==> config.mk <==
export PLATFORM = sky130hd
export DESIGN_NAME = async_serial_rx
export DESIGN_NICKNAME = d
export VERILOG_FILES = /design/src/serial_rx_pkg.sv /design/src/async_serial_rx.sv /design/src/serial_clk_sel.sv
export SDC_FILE = /design/constraint.sdc
export NUM_CORES = 1
export LEC_CHECK = 0
export BUFFER_PORTS_ARGS = -buffer_cell sky130_fd_sc_hd__clkbuf_2
export CORE_UTILIZATION = 50
export DETAILED_ROUTE_END_ITERATION = 8
export GPL_TIMING_DRIVEN = 0
export PLACE_DENSITY_LB_ADDON = 0.08
export SYNTH_ARGS = -nofsm -noshare
export SYNTH_HDL_FRONTEND = slang
export SYNTH_SLANG_ARGS = --single-unit
==> constraint.sdc <==
create_clock -name i_sys_clk -period 2.05 [get_ports i_sys_clk]
set_input_delay 0.615 -clock i_sys_clk [delete_from_list [all_inputs] [get_ports i_sys_clk]]
set_output_delay 0.615 -clock i_sys_clk [all_outputs]
set_load 0.03 [all_outputs]
==> src/serial_rx_pkg.sv <==
// shared constants for the async serial receive-status block
package serial_rx_pkg;
  // register byte offsets
  localparam logic [7:0] CTRL_OFF    = 8'h00;
  localparam logic [7:0] STATUS_OFF  = 8'h04;
  localparam logic [7:0] DATA_OFF    = 8'h08;
  localparam logic [7:0] INT_ST_OFF  = 8'h0c;
  localparam logic [7:0] INT_MSK_OFF = 8'h10;
  // control field positions
  localparam int DIV_SEL_LSB   = 0;
  localparam int DIV_SEL_W     = 3;
  localparam int RX_EN_BIT     = 3;
  localparam int DMA_EN_BIT    = 4;
  localparam int RIE_BIT       = 5;
  localparam int INHIBIT_BIT   = 7;
  localparam logic [2:0] DIV_EXT = 3'h7;
  // status bit positions
  localparam int READY_BIT   = 0;
  localparam int PAR_ERR_BIT = 1;
  localparam int FRM_ERR_BIT = 2;
  localparam int OVR_BIT     = 3;
  // reset values
  localparam logic [7:0] CTRL_RST = 8'h00;
  // receive fifo
  localparam int FIFO_DEPTH = 4;
  localparam int FIFO_AW    = 2;
  // serial frame: 16 serial clocks per bit, 8 data bits
  localparam logic [3:0] OVS_LAST = 4'hf;
  localparam logic [3:0] OVS_MID  = 4'h7;
  localparam logic [3:0] DATA_BITS = 4'h8;
  localparam logic [1:0] HTRANS_NONSEQ = 2'h2;
endpackage

==> src/async_serial_rx.sv <==
// async serial receiver with status flags, fifo, interrupt and dma request
// Functional notes
// - codes 0..6 divide system clock by 2^code
// - code 7 takes clock from external pin
// - fifo write sets ready flag, raises request
// - ready and interrupt persist until fifo empty
// - any error flag blocks dma request
// - inhibit bit 7 blocks receive interrupt
`timescale 1ns/100ps
module async_serial_rx
  import serial_rx_pkg::*;
(
  // clock and reset
  input  wire logic        i_sys_clk,
  input  wire logic        i_rstn,
  // ahb-lite slave
  input  wire logic        i_hsel,
  input  wire logic [7:0]  i_haddr,
  input  wire logic [1:0]  i_htrans,
  input  wire logic        i_hwrite,
  input  wire logic [2:0]  i_hsize,
  input  wire logic [31:0] i_hwdata,
  input  wire logic        i_hready,
  output logic [31:0]      o_hrdata,
  output logic             o_hreadyout,
  output logic             o_hresp,
  // serial line and clock pin
  input  wire logic        i_rxd,
  input  wire logic        i_external_serial_clock_pin,
  // dma handshake
  output logic             o_rx_dma_req,
  input  wire logic        i_rx_dma_ack,
  // interrupts
  output logic             o_rx_irq,
  output logic             o_irq
);
  typedef enum logic [3:0] {
    ST_IDLE  = 4'b0001,
    ST_START = 4'b0010,
    ST_DATA  = 4'b0100,
    ST_STOP  = 4'b1000
  } rx_state_t;

  rx_state_t   state_r;
  rx_state_t   state_nxt;
  logic [7:0]  async_control_b_r;
  logic [3:0]  int_st_r;
  logic [3:0]  int_msk_r;
  logic        parity_error_flag_r;
  logic        framing_error_flag_r;
  logic        overrun_flag_r;
  logic [7:0]  fifo_mem [FIFO_DEPTH];
  logic [FIFO_AW:0] wr_ptr_r;
  logic [FIFO_AW:0] rd_ptr_r;
  logic [3:0]  ovs_r;
  logic [3:0]  bit_cnt_r;
  logic [7:0]  shift_r;
  logic        par_acc_r;
  logic        rxd_q1_r;
  logic        rxd_q2_r;
  logic        ap_valid_r;
  logic        ap_write_r;
  logic [7:0]  ap_addr_r;
  logic [31:0] hrdata_r;

  // status decode
  logic        tick;
  logic        fifo_empty;
  logic        fifo_full;
  logic        receive_data_ready_flag;
  logic        any_error;
  logic        char_done;
  logic        push;
  logic        overrun_evt;
  logic        frame_err_evt;
  logic        par_err_evt;
  logic        sw_read_data;
  logic        dma_pop;
  logic        pop;
  logic        wr_ctrl;
  logic        wr_status;
  logic        wr_int_st;
  logic        wr_int_msk;
  logic        addr_phase;
  logic [31:0] rd_mux;
  logic [3:0]  evt_vec;
  logic [FIFO_AW:0] fill_cnt;

  // serial clock selection
  serial_clk_sel u_clk_sel (
    .i_sys_clk (i_sys_clk),
    .i_rstn    (i_rstn),
    .i_div_sel (async_control_b_r[DIV_SEL_LSB +: DIV_SEL_W]),
    .i_ext_clk (i_external_serial_clock_pin),
    .o_tick    (tick)
  );

  // fifo and flag decode
  assign fifo_empty = (wr_ptr_r == rd_ptr_r);
  assign fill_cnt   = wr_ptr_r - rd_ptr_r;                           // wraps with the pointers
  assign fifo_full  = (wr_ptr_r[FIFO_AW-1:0] == rd_ptr_r[FIFO_AW-1:0]) &&
                      (wr_ptr_r[FIFO_AW] != rd_ptr_r[FIFO_AW]);
  assign receive_data_ready_flag = !fifo_empty;
  assign any_error  = parity_error_flag_r | framing_error_flag_r | overrun_flag_r;
  assign char_done  = tick && (ovs_r == OVS_MID) && (state_r == ST_STOP);
  assign frame_err_evt = char_done && !rxd_q2_r;
  assign par_err_evt   = char_done && par_acc_r;
  assign push        = char_done && !fifo_full;
  assign overrun_evt = char_done && fifo_full;

  // ahb-lite decode
  assign addr_phase   = i_hsel && i_hready && (i_htrans == HTRANS_NONSEQ);
  assign wr_ctrl      = ap_valid_r && ap_write_r && (ap_addr_r == CTRL_OFF);
  assign wr_status    = ap_valid_r && ap_write_r && (ap_addr_r == STATUS_OFF);
  assign wr_int_st    = ap_valid_r && ap_write_r && (ap_addr_r == INT_ST_OFF);
  assign wr_int_msk   = ap_valid_r && ap_write_r && (ap_addr_r == INT_MSK_OFF);
  assign sw_read_data = addr_phase && !i_hwrite && (i_haddr == DATA_OFF);
  assign dma_pop      = i_rx_dma_ack && o_rx_dma_req;
  assign pop          = (sw_read_data || dma_pop) && !fifo_empty;
  assign o_hreadyout  = 1'b1;
  assign o_hresp      = 1'b0;
  assign o_hrdata     = hrdata_r;

  // read mux; status shows flags, data pops the fifo head
  assign rd_mux =
    (i_haddr == CTRL_OFF)    ? {24'h000000, async_control_b_r} :
    (i_haddr == STATUS_OFF)  ? {28'h0000000, overrun_flag_r, framing_error_flag_r,
                                parity_error_flag_r, receive_data_ready_flag} :
    (i_haddr == DATA_OFF)    ? {24'h000000, fifo_mem[rd_ptr_r[FIFO_AW-1:0]]} :
    (i_haddr == INT_ST_OFF)  ? {28'h0000000, int_st_r} :
    (i_haddr == INT_MSK_OFF) ? {28'h0000000, int_msk_r} : 32'h00000000;

  // requests: interrupt held while fifo not empty, dma blocked on errors
  assign o_rx_irq = receive_data_ready_flag && async_control_b_r[RIE_BIT] &&
                    !async_control_b_r[INHIBIT_BIT];
  assign o_rx_dma_req = receive_data_ready_flag && async_control_b_r[DMA_EN_BIT] &&
                        !any_error;
  assign evt_vec = {overrun_evt, frame_err_evt, par_err_evt, push};
  assign o_irq   = |(int_st_r & int_msk_r);

  // receive frame sequencer
  always_comb
  begin
    state_nxt = state_r;
    case (state_r)
      ST_IDLE:  if (async_control_b_r[RX_EN_BIT] && !rxd_q2_r) state_nxt = ST_START;
      ST_START: if (tick && ovs_r == OVS_MID) state_nxt = rxd_q2_r ? ST_IDLE : ST_DATA;
      ST_DATA:  if (tick && ovs_r == OVS_MID && bit_cnt_r == DATA_BITS) state_nxt = ST_STOP;
      ST_STOP:  if (char_done) state_nxt = ST_IDLE;
      default:  state_nxt = ST_IDLE;
    endcase
  end

  // line sampling, oversample and shift registers
  always_ff @(posedge i_sys_clk or negedge i_rstn)
  begin
    if (!i_rstn)
    begin
      state_r   <= ST_IDLE;
      rxd_q1_r  <= 1'b1;
      rxd_q2_r  <= 1'b1;
      ovs_r     <= 4'h0;
      bit_cnt_r <= 4'h0;
      shift_r   <= 8'h00;
      par_acc_r <= 1'b0;
    end
    else
    begin
      state_r  <= state_nxt;
      rxd_q1_r <= i_rxd;
      rxd_q2_r <= rxd_q1_r;
      if (state_r == ST_IDLE)
      begin
        ovs_r     <= 4'h0;
        bit_cnt_r <= 4'h0;
        par_acc_r <= 1'b0;
      end
      else if (tick)
      begin
        ovs_r <= (ovs_r == OVS_LAST) ? 4'h0 : ovs_r + 4'h1;
        if (ovs_r == OVS_MID && state_r == ST_DATA && bit_cnt_r != DATA_BITS)
        begin
          shift_r   <= {rxd_q2_r, shift_r[7:1]};
          bit_cnt_r <= bit_cnt_r + 4'h1;
        end
        else if (ovs_r == OVS_MID && state_r == ST_DATA)
        begin
          par_acc_r <= ^{rxd_q2_r, shift_r};     // even parity check
        end
      end
    end
  end

  // fifo storage
  always_ff @(posedge i_sys_clk)
  begin
    if (push)
      fifo_mem[wr_ptr_r[FIFO_AW-1:0]] <= shift_r;
  end

  // fifo pointers; a full fifo drops the new character
  always_ff @(posedge i_sys_clk or negedge i_rstn)
  begin
    if (!i_rstn)
    begin
      wr_ptr_r <= '0;
      rd_ptr_r <= '0;
    end
    else
    begin
      if (push)
        wr_ptr_r <= wr_ptr_r + 1'b1;
      if (pop)
        rd_ptr_r <= rd_ptr_r + 1'b1;
    end
  end

  // error flags: set wins over write-one clear
  always_ff @(posedge i_sys_clk or negedge i_rstn)
  begin
    if (!i_rstn)
    begin
      parity_error_flag_r  <= 1'b0;
      framing_error_flag_r <= 1'b0;
      overrun_flag_r       <= 1'b0;
    end
    else
    begin
      parity_error_flag_r  <= par_err_evt ||
                              (parity_error_flag_r && !(wr_status && i_hwdata[PAR_ERR_BIT]));
      framing_error_flag_r <= frame_err_evt ||
                              (framing_error_flag_r && !(wr_status && i_hwdata[FRM_ERR_BIT]));
      overrun_flag_r       <= overrun_evt ||
                              (overrun_flag_r && !(wr_status && i_hwdata[OVR_BIT]));
    end
  end

  // bus registers and sticky interrupt status
  always_ff @(posedge i_sys_clk or negedge i_rstn)
  begin
    if (!i_rstn)
    begin
      ap_valid_r        <= 1'b0;
      ap_write_r        <= 1'b0;
      ap_addr_r         <= 8'h00;
      hrdata_r          <= 32'h00000000;
      async_control_b_r <= CTRL_RST;
      int_st_r          <= 4'h0;
      int_msk_r         <= 4'h0;
    end
    else
    begin
      ap_valid_r <= addr_phase;
      ap_write_r <= i_hwrite;
      ap_addr_r  <= i_haddr;
      if (addr_phase && !i_hwrite)
        hrdata_r <= rd_mux;
      if (wr_ctrl)
        async_control_b_r <= i_hwdata[7:0];
      if (wr_int_msk)
        int_msk_r <= i_hwdata[3:0];
      int_st_r <= evt_vec | (int_st_r & ~(wr_int_st ? i_hwdata[3:0] : 4'h0));
    end
  end

  // checks
  inhibit_irq_a : assert property (@(posedge i_sys_clk) disable iff (!i_rstn)
    async_control_b_r[INHIBIT_BIT] |-> !o_rx_irq)
    else $error("receive interrupt raised while inhibited");
  err_dma_a : assert property (@(posedge i_sys_clk) disable iff (!i_rstn)
    overrun_flag_r |-> !o_rx_dma_req)
    else $error("dma request with error flag set");
  push_ready_a : assert property (@(posedge i_sys_clk) disable iff (!i_rstn)
    push |=> receive_data_ready_flag)
    else $error("ready flag not set after push");
  ready_hold_a : assert property (@(posedge i_sys_clk) disable iff (!i_rstn)
    pop && (fill_cnt > 3'h1) |=> receive_data_ready_flag)
    else $error("ready flag lost with characters left");
  overrun_set_a : assert property (@(posedge i_sys_clk) disable iff (!i_rstn)
    char_done && fifo_full && !pop |=> overrun_flag_r && $stable(wr_ptr_r))
    else $error("overrun not flagged or character stored");
  irq_persist_a : assert property (@(posedge i_sys_clk) disable iff (!i_rstn)
    o_rx_irq && !wr_ctrl && !pop |=> o_rx_irq)
    else $error("receive interrupt dropped with fifo not empty");
  dma_err_a : assert property (@(posedge i_sys_clk) disable iff (!i_rstn)
    (parity_error_flag_r || framing_error_flag_r) |-> !o_rx_dma_req)
    else $error("dma request during line error");
  ext_clk_a : assert property (@(posedge i_sys_clk) disable iff (!i_rstn)
    (async_control_b_r[DIV_SEL_LSB +: DIV_SEL_W] == DIV_EXT) && tick && !wr_ctrl
    |-> ##1 !tick)
    else $error("external clock tick longer than one cycle");
  dma_ready_a : assert property (@(posedge i_sys_clk) disable iff (!i_rstn)
    o_rx_dma_req |-> receive_data_ready_flag)
    else $error("dma request with empty fifo");
  irq_ready_a : assert property (@(posedge i_sys_clk) disable iff (!i_rstn)
    o_rx_irq |-> receive_data_ready_flag)
    else $error("receive interrupt with empty fifo");
  fill_limit_a : assert property (@(posedge i_sys_clk) disable iff (!i_rstn)
    int'(fill_cnt) <= FIFO_DEPTH)
    else $error("fifo fill beyond depth");
  ready_drop_a : assert property (@(posedge i_sys_clk) disable iff (!i_rstn)
    pop && !push && (fill_cnt == 3'h1) |=> !receive_data_ready_flag)
    else $error("ready flag kept with fifo emptied");
endmodule

==> src/serial_clk_sel.sv <==
// serial clock tick generator: power-of-two divider or external pin
`timescale 1ns/100ps
module serial_clk_sel
  import serial_rx_pkg::*;
(
  // clock and reset
  input  wire logic       i_sys_clk,
  input  wire logic       i_rstn,
  // control
  input  wire logic [2:0] i_div_sel,
  input  wire logic       i_ext_clk,
  // tick out
  output logic            o_tick
);
  logic [5:0] div_cnt_r;
  logic [5:0] div_mask;
  logic       ext_q1_r;
  logic       ext_q2_r;
  logic       ext_q3_r;
  logic       int_tick;
  logic       ext_tick;

  // divide factor 2^sel minus one as a counter mask
  assign div_mask = 6'((7'h01 << i_div_sel) - 7'h01);
  assign int_tick = ((div_cnt_r & div_mask) == div_mask);
  assign ext_tick = ext_q2_r & ~ext_q3_r;                             // rising edge of pin
  assign o_tick   = (i_div_sel == DIV_EXT) ? ext_tick : int_tick;

  // free running divider and pin synchroniser
  always_ff @(posedge i_sys_clk or negedge i_rstn)
  begin
    if (!i_rstn)
    begin
      div_cnt_r <= 6'h00;
      ext_q1_r  <= 1'b0;
      ext_q2_r  <= 1'b0;
      ext_q3_r  <= 1'b0;
    end
    else
    begin
      div_cnt_r <= div_cnt_r + 6'h01;
      ext_q1_r  <= i_ext_clk;
      ext_q2_r  <= ext_q1_r;
      ext_q3_r  <= ext_q2_r;
    end
  end

  // selecting the pin, the tick follows its edges only
  ext_sel_a : assert property (@(posedge i_sys_clk) disable iff (!i_rstn)
    (i_div_sel == DIV_EXT) && o_tick |-> ext_q2_r && !ext_q3_r)
    else $error("tick without external edge");
  div_one_a : assert property (@(posedge i_sys_clk) disable iff (!i_rstn)
    (i_div_sel == 3'h0) |-> o_tick)
    else $error("divide by one missed a tick");
endmodule

# --- Word level (Yosys, flattened, before mapping) ---
# Memories as Yosys holds them, arrays and structs flattened.
# Index checks and enable logic that the tools add are counted.
classes:
  n_mux: 25
  add_sub_neg: 6
  n_lt_le_gt_ge: 0
  n_reduce_logical: 56
  mul: 0
  bitwise_logic: 10
  n_shift: 1
  div_mod_pow: 0
  n_eq_ne: 26
op_table:
  columns: ["operator", "count"]
  rows:
  - ["4-bit 2-to-1 mux", 13]
  - ["1-bit logical AND", 32]
  - ["8-bit by 4-bit == test with 1-bit output, second input constant", 3]
  - ["8-bit 2-to-1 mux", 3]
  - ["8-bit by 3-bit == test with 1-bit output, second input constant", 2]
  - ["8-bit by 5-bit == test with 1-bit output, second input constant", 2]
  - ["8-bit zero test", 2]
  - ["4-bit case mux with 4 select lines", 1]
  - ["4-bit == test, second input constant", 3]
  - ["2-bit inequality test, second input constant", 5]
  - ["1-bit zero test", 9]
  - ["9-bit XOR reduction", 1]
  - ["4-bit by 1-bit adder with 4-bit output, second input constant", 2]
  - ["4-bit AND", 2]
  - ["4-bit by 3-bit == test with 1-bit output, second input constant", 2]
  - ["1-bit 2-to-1 mux", 7]
  - ["3-bit by 1-bit adder with 3-bit output, second input constant", 2]
  - ["6-bit by 1-bit adder with 6-bit output, second input constant", 1]
  - ["6-bit AND", 1]
  - ["6-bit == test", 1]
  - ["3-bit AND reduction", 2]
  - ["2-bit nonzero test", 3]
  - ["1-bit by 3-bit left shift with 6-bit output, first input constant", 1]
  - ["6-bit by 1-bit subtractor with 6-bit output, second input constant", 1]
  - ["18 further kinds", 23]
word_totals:
  ramBits: 32
  mem_count: 1
  input_bits: 53
  reg_bits: 99
  out_inout_bits: 37
  mem_bits_ro: 0
  latchBits: 0
  word_cells: 148
memory_table:
  columns: ["name", "depth", "word_bits", "rd", "rd_clocked_by_memory_dff", "wr", "line_no", "rtl"]
  rows:
  - ["fifo_mem", 4, 8, 1, 0, 1, "async_serial_rx.sv:52", "logic [7:0] fifo_mem [FIFO_DEPTH];"]

# --- Depth between registers and ports, before layout ---
logic_depth:
  word_depth: 10
  mapped_depth: 8
  depth_no_buf: 7

# --- By module ---
# From an unflattened synthesis, not the netlist that was laid out.
hier_totals:
  hier_cells: 401
  area_unflattened_um2: 4889.7
by_module_without_submodules:
  columns: ["mod", "cells_each", "n_inst", "seq_area_each_um2", "area_per_inst_um2"]
  rows:
  - ["async_serial_rx", 372, 1, 2616.3, 4523.1]
  - ["serial_clk_sel", 29, 1, 225.2, 366.6]

# --- Worst setup path after synthesis ---
# OpenSTA, ideal clock, no wires.
synth_path:
  kind: "register to output"
  start: "reg rd_ptr_r[0]"
  end: "out o_rx_irq"
  stages_incl_launch_ff: 6
  setup_slack_ns: -0.181
  t_arrival_ns: 1.616
  required_time_ns: 1.435
  n_path_buf: 1
  path_cell_list: "dfrtp_1 buf_2 xnor2_1 nand2_1 nor2_1 nor3b_1"
synth_between:
  elab_chain_cells: 4
synth_rtl:
  columns: ["item", "line_no", "rtl"]
  rows:
  - ["start, declared", "async_serial_rx.sv:54", "logic [FIFO_AW:0] rd_ptr_r;"]
  - ["start signal, assigned", "async_serial_rx.sv:214", "rd_ptr_r <= rd_ptr_r + 1'b1;"]
  - ["3-bit == test", "async_serial_rx.sv:99", "assign fifo_empty = (wr_ptr_r == rd_ptr_r);"]
  - ["1-bit zero test", "async_serial_rx.sv:103", "assign receive_data_ready_flag = !fifo_empty;"]
  - ["1-bit logical AND (2 in series)", "async_serial_rx.sv:134", "assign o_rx_irq = receive_data_ready_flag && async_control_b_r[RIE_BIT] &&"]
  - ["end, declared", "async_serial_rx.sv:34", "output logic o_rx_irq,"]
# Every way passes these cells.

# --- Final worst setup path ---
layout_path:
  start: "reg wr_ptr_r[1]"
  end: "out o_rx_irq"
layout_between:
  elab_chain_cells: 4
layout_rtl:
  columns: ["item", "line_no", "rtl"]
  rows:
  - ["start, declared", "async_serial_rx.sv:53", "logic [FIFO_AW:0] wr_ptr_r;"]
  - ["start signal, assigned", "async_serial_rx.sv:212", "wr_ptr_r <= wr_ptr_r + 1'b1;"]
  - ["3-bit == test", "async_serial_rx.sv:99", null]
  - ["1-bit zero test", "async_serial_rx.sv:103", null]
  - ["1-bit logical AND (2 in series)", "async_serial_rx.sv:134", null]
# Every way passes these cells.

==> results.md <==
* Initial antenna violation count at 0
* Antenna viol nets, final at 0
* RSZ-0062 raised after global routing: true
* Clock Skew at 0.0173 ns
* Final hold vios at 0
* HPWL after detailed placement at 6390 um
* Vias in the first global route at 3,103
* EDFF count, synth at 32
* Net count, final at 553
* Setup WS post-layout at -0.0760 ns
* Synth Flop Type: dfrtp_1
* Initial Utilization at 52.3%
* Gate count of the mapped netlist at 396
* Post-synth top area share at 36.7%
* Failing checks: negative setup slack
* Clock insertion delay at the later pin of the skew report at 0.37 ns
* Pwr/cell area at 708 nW/um^2
* Core box area at 9370 um^2
* Crit-path max cell delay at 0.47 ns
* Area share of fa/ha/maj cells after synthesis at 2.30%
* Slew Viols, Final at 0
* DRT iter0 DRCs at 159
* TritonCTS clock tree: built
* Worst-path clk slew at 0.12 ns
* Fin crit share at 104%
* Total Routed Length at 9460 um
* First-pass GRT wire length at 15,200 um
* R2R Setup Slk at -0.05 ns
* Hold_buf cts at 0
* Critical path class: reg2out
* Arrival @ worst endpoint at 1.51 ns
* Cell taking the most area after synthesis: dfrtp_1
* Seq/Total Area, Yosys at 57.9%
* Post-DR wirelength/cell at 15.1 um
* Maximum vdd drop at 0.516 mV
* Final core area utilization at 64.0%
* Slowest stage cell, crit path: dfrtp_2
* DR pass1 iterations at 4
* Clock Tree Root: clkbuf_8
* Worst Hold Class: in2async
* Final setup vio count at 11
* Crit-path max FO at 3
* Post-DP Area at 5410 um^2
* Worst rel slew slack at 56.5%
* Chip height at 101 um
* Ys async rst share at 70.1%
* Mean post-synth cell area at 12.4 um^2
* Final Critical Period at 2.13 ns
* Fillcell total at 780
* Max Buffers Root-to-Sink at 2
* Gpl congestion at 0.826
* Register bit total from synthesis at 107
* Compound-gate portion of the synthesized area at 8.60%
* Least-Margin Pin Slew at 0.648 ns
* GRT overflow at 0
* Vias at 3,235
* Share of layout cells above drive strength 1 at 35.5%
* Die ar. at 10,200 um^2
* Critical Path Start Type: flop
* Num rows at 35
* Max-cap violations at 0
* Post-Synth Simple-Gate Area at 11.7%
* Top cells by instance count after synthesis: dfrtp_1, edfxtp_1, nand2_1, buf_4, nor2_1
* Post-Synth XOR/XNOR Area at 3.93%
* FMAX at 0.470 GHz
* Largest family of logic cells by synthesized area: simple AND/OR/NAND/NOR gates
* Residual DRC count at 0
* Synth Warn # at 0
* Avg Vias per Cell at 5.18
* Setup TNS Final at -0.303 ns
* Leak Pwr at 0.00259 uW
* Worst EP required at 1.43 ns
* Post-Syn Area at 4900 um^2
* Largest net degree at the start of global routing at 67
* Critical-path cell list: xnor2_4, nand2_2, nor2_4, nor3b_2, clkbuf_8
* Htree depth at 3
* Chip Width at 101 um
* Status: complete, but fails checks
* Area contributors post-synth: dfrtp_1, edfxtp_1, mux2_2, buf_4, mux4_2
* ANT cells at 0
* PortBufs at 36
* Multiplexer share of the synthesized area at 8.88%
* IO Pins at 90
* Design area at 5990 um^2
* Crit path capture type: output port
* Synth unique cells at 60
* Layout area overhead at 22.2%
* Most common cell in the netlist: dfrtp_1
* Clock tree sinks at 107
* CTS buffer count at 9
* Gr usage total at 19.7%
[power breakdown]
group	switching (uW)	internal, uW
combinational	343	232
sequential	77.4	2280
clock	819	492
[timing repair]
action,in CTS,in global routing
buffers inserted,16,9
gates resized for setup,32,18
cloned,0,2
setup endpoints to repair,65,62
hold endpoints to repair,0,0
pin swaps,13,15
[kinds of logic (layout without fill, tap and decap cells)]
kind of cell | Yosys count | in the layout
AO/OA/AOI/OAI | 63 | 63
XOR/XNOR | 22 | 22
adder cells (fa/ha/maj) | 9 | 9
buffers and inverters | 56 | 131
flip-flops | 107 | 107
multiplexers | 31 | 31
other | 2 | 26
AND/OR/NAND/NOR | 106 | 107
[final timing paths]
| check | start | end | depth (start not counted) |
|---|---|---|---|
| max | wr_ptr_r[1] | o_rx_irq | 5 |
| min reg2reg | rxd_q1_r | rxd_q2_r | 0 |
| min | i_rstn | async_control_b_r[5] | 1 |
| max in group asynchronous | i_rstn | rxd_q1_r | 2 |
| min in group i_sys_clk | i_rxd | rxd_q1_r | 1 |
| max reg2reg | state_r[1] | bit_cnt_r[3] | 6 |
[sequential cells by signal (all words and copies together), names as in the netlist, 3 cells and up]
name / count
async_control_b_r: 8
shift_r: 8
int_msk_r: 4
state_r: 4
bit_cnt_r: 4
fifo_mem: 32
o_hrdata: 8
rd_ptr_r: 3
wr_ptr_r: 3
u_clk_sel.div_cnt_r: 6
ap_addr_r: 8
ovs_r: 4
int_st_r: 4
[layer usage]
metal	part of all wire, %	routed length (um)	track usage, %	up-vias
met4	1.2	112	6.47	0
met1	46	4340	27.4	1588
met5	0	0	0	-
met2	49	4610	31.8	69
li1	-	-	-	1569
met3	4.2	393	3.19	9
[worst max-delay path: cells and delay by family (launching register included)]
family,cells,cell delay [ns]
flip-flops,1,0.47
XOR/XNOR,1,0.16
AND/OR/NAND/NOR,3,0.33
buffers and inverters,1,0.18
[metrics by stage]
stage                     setup slack (ns)  hold slack [ns]  instances  power [uW]
after floorplan                     0.0104            0.319        420        2790
after global placement              -0.464            0.334        585        2930
after detailed placement            -0.491            0.351        586        2950
after CTS                           -0.159           0.0835        617        4260
after global routing                -0.164           0.0767        625        4430
final                              -0.0760           0.0818        625        4240
[layout make-up]
class                      count  area, um^2  share of cell area (%)
sequential                   107        2850                    47.5
multi-input combinational    258        2020                    33.7
timing repair buffer          63         438                    7.31
buffer                        34         245                    4.09
tap                          129         161                    2.69
clock buffer                   9         124                    2.07
clock inverter                 7        91.3                    1.52
inverter                      18        67.6                    1.13
[cells in the final DEF (no fill, tap or decap), types with 4 or more instances in the layout]
cell type / n
a21oi_1: 11
a221oi_1: 4
a22oi_1: 5
and2_4: 4
buf_4: 51
clkbuf_1: 4
clkbuf_2: 33
clkbuf_8: 10
clkinv_8: 4
conb_1: 26
dfrtp_1: 68
dfrtp_2: 4
edfxtp_1: 32
ha_1: 9
inv_1: 18
mux2_2: 20
mux4_2: 8
nand2_1: 25
nand2b_1: 4
nand3_1: 7
nand3b_1: 5
nor2_1: 23
nor3_1: 6
o21ai_0: 12
o22ai_1: 4
xnor2_1: 14
xor2_1: 5
Note: power is estimated with default switching activity, not from simulation.
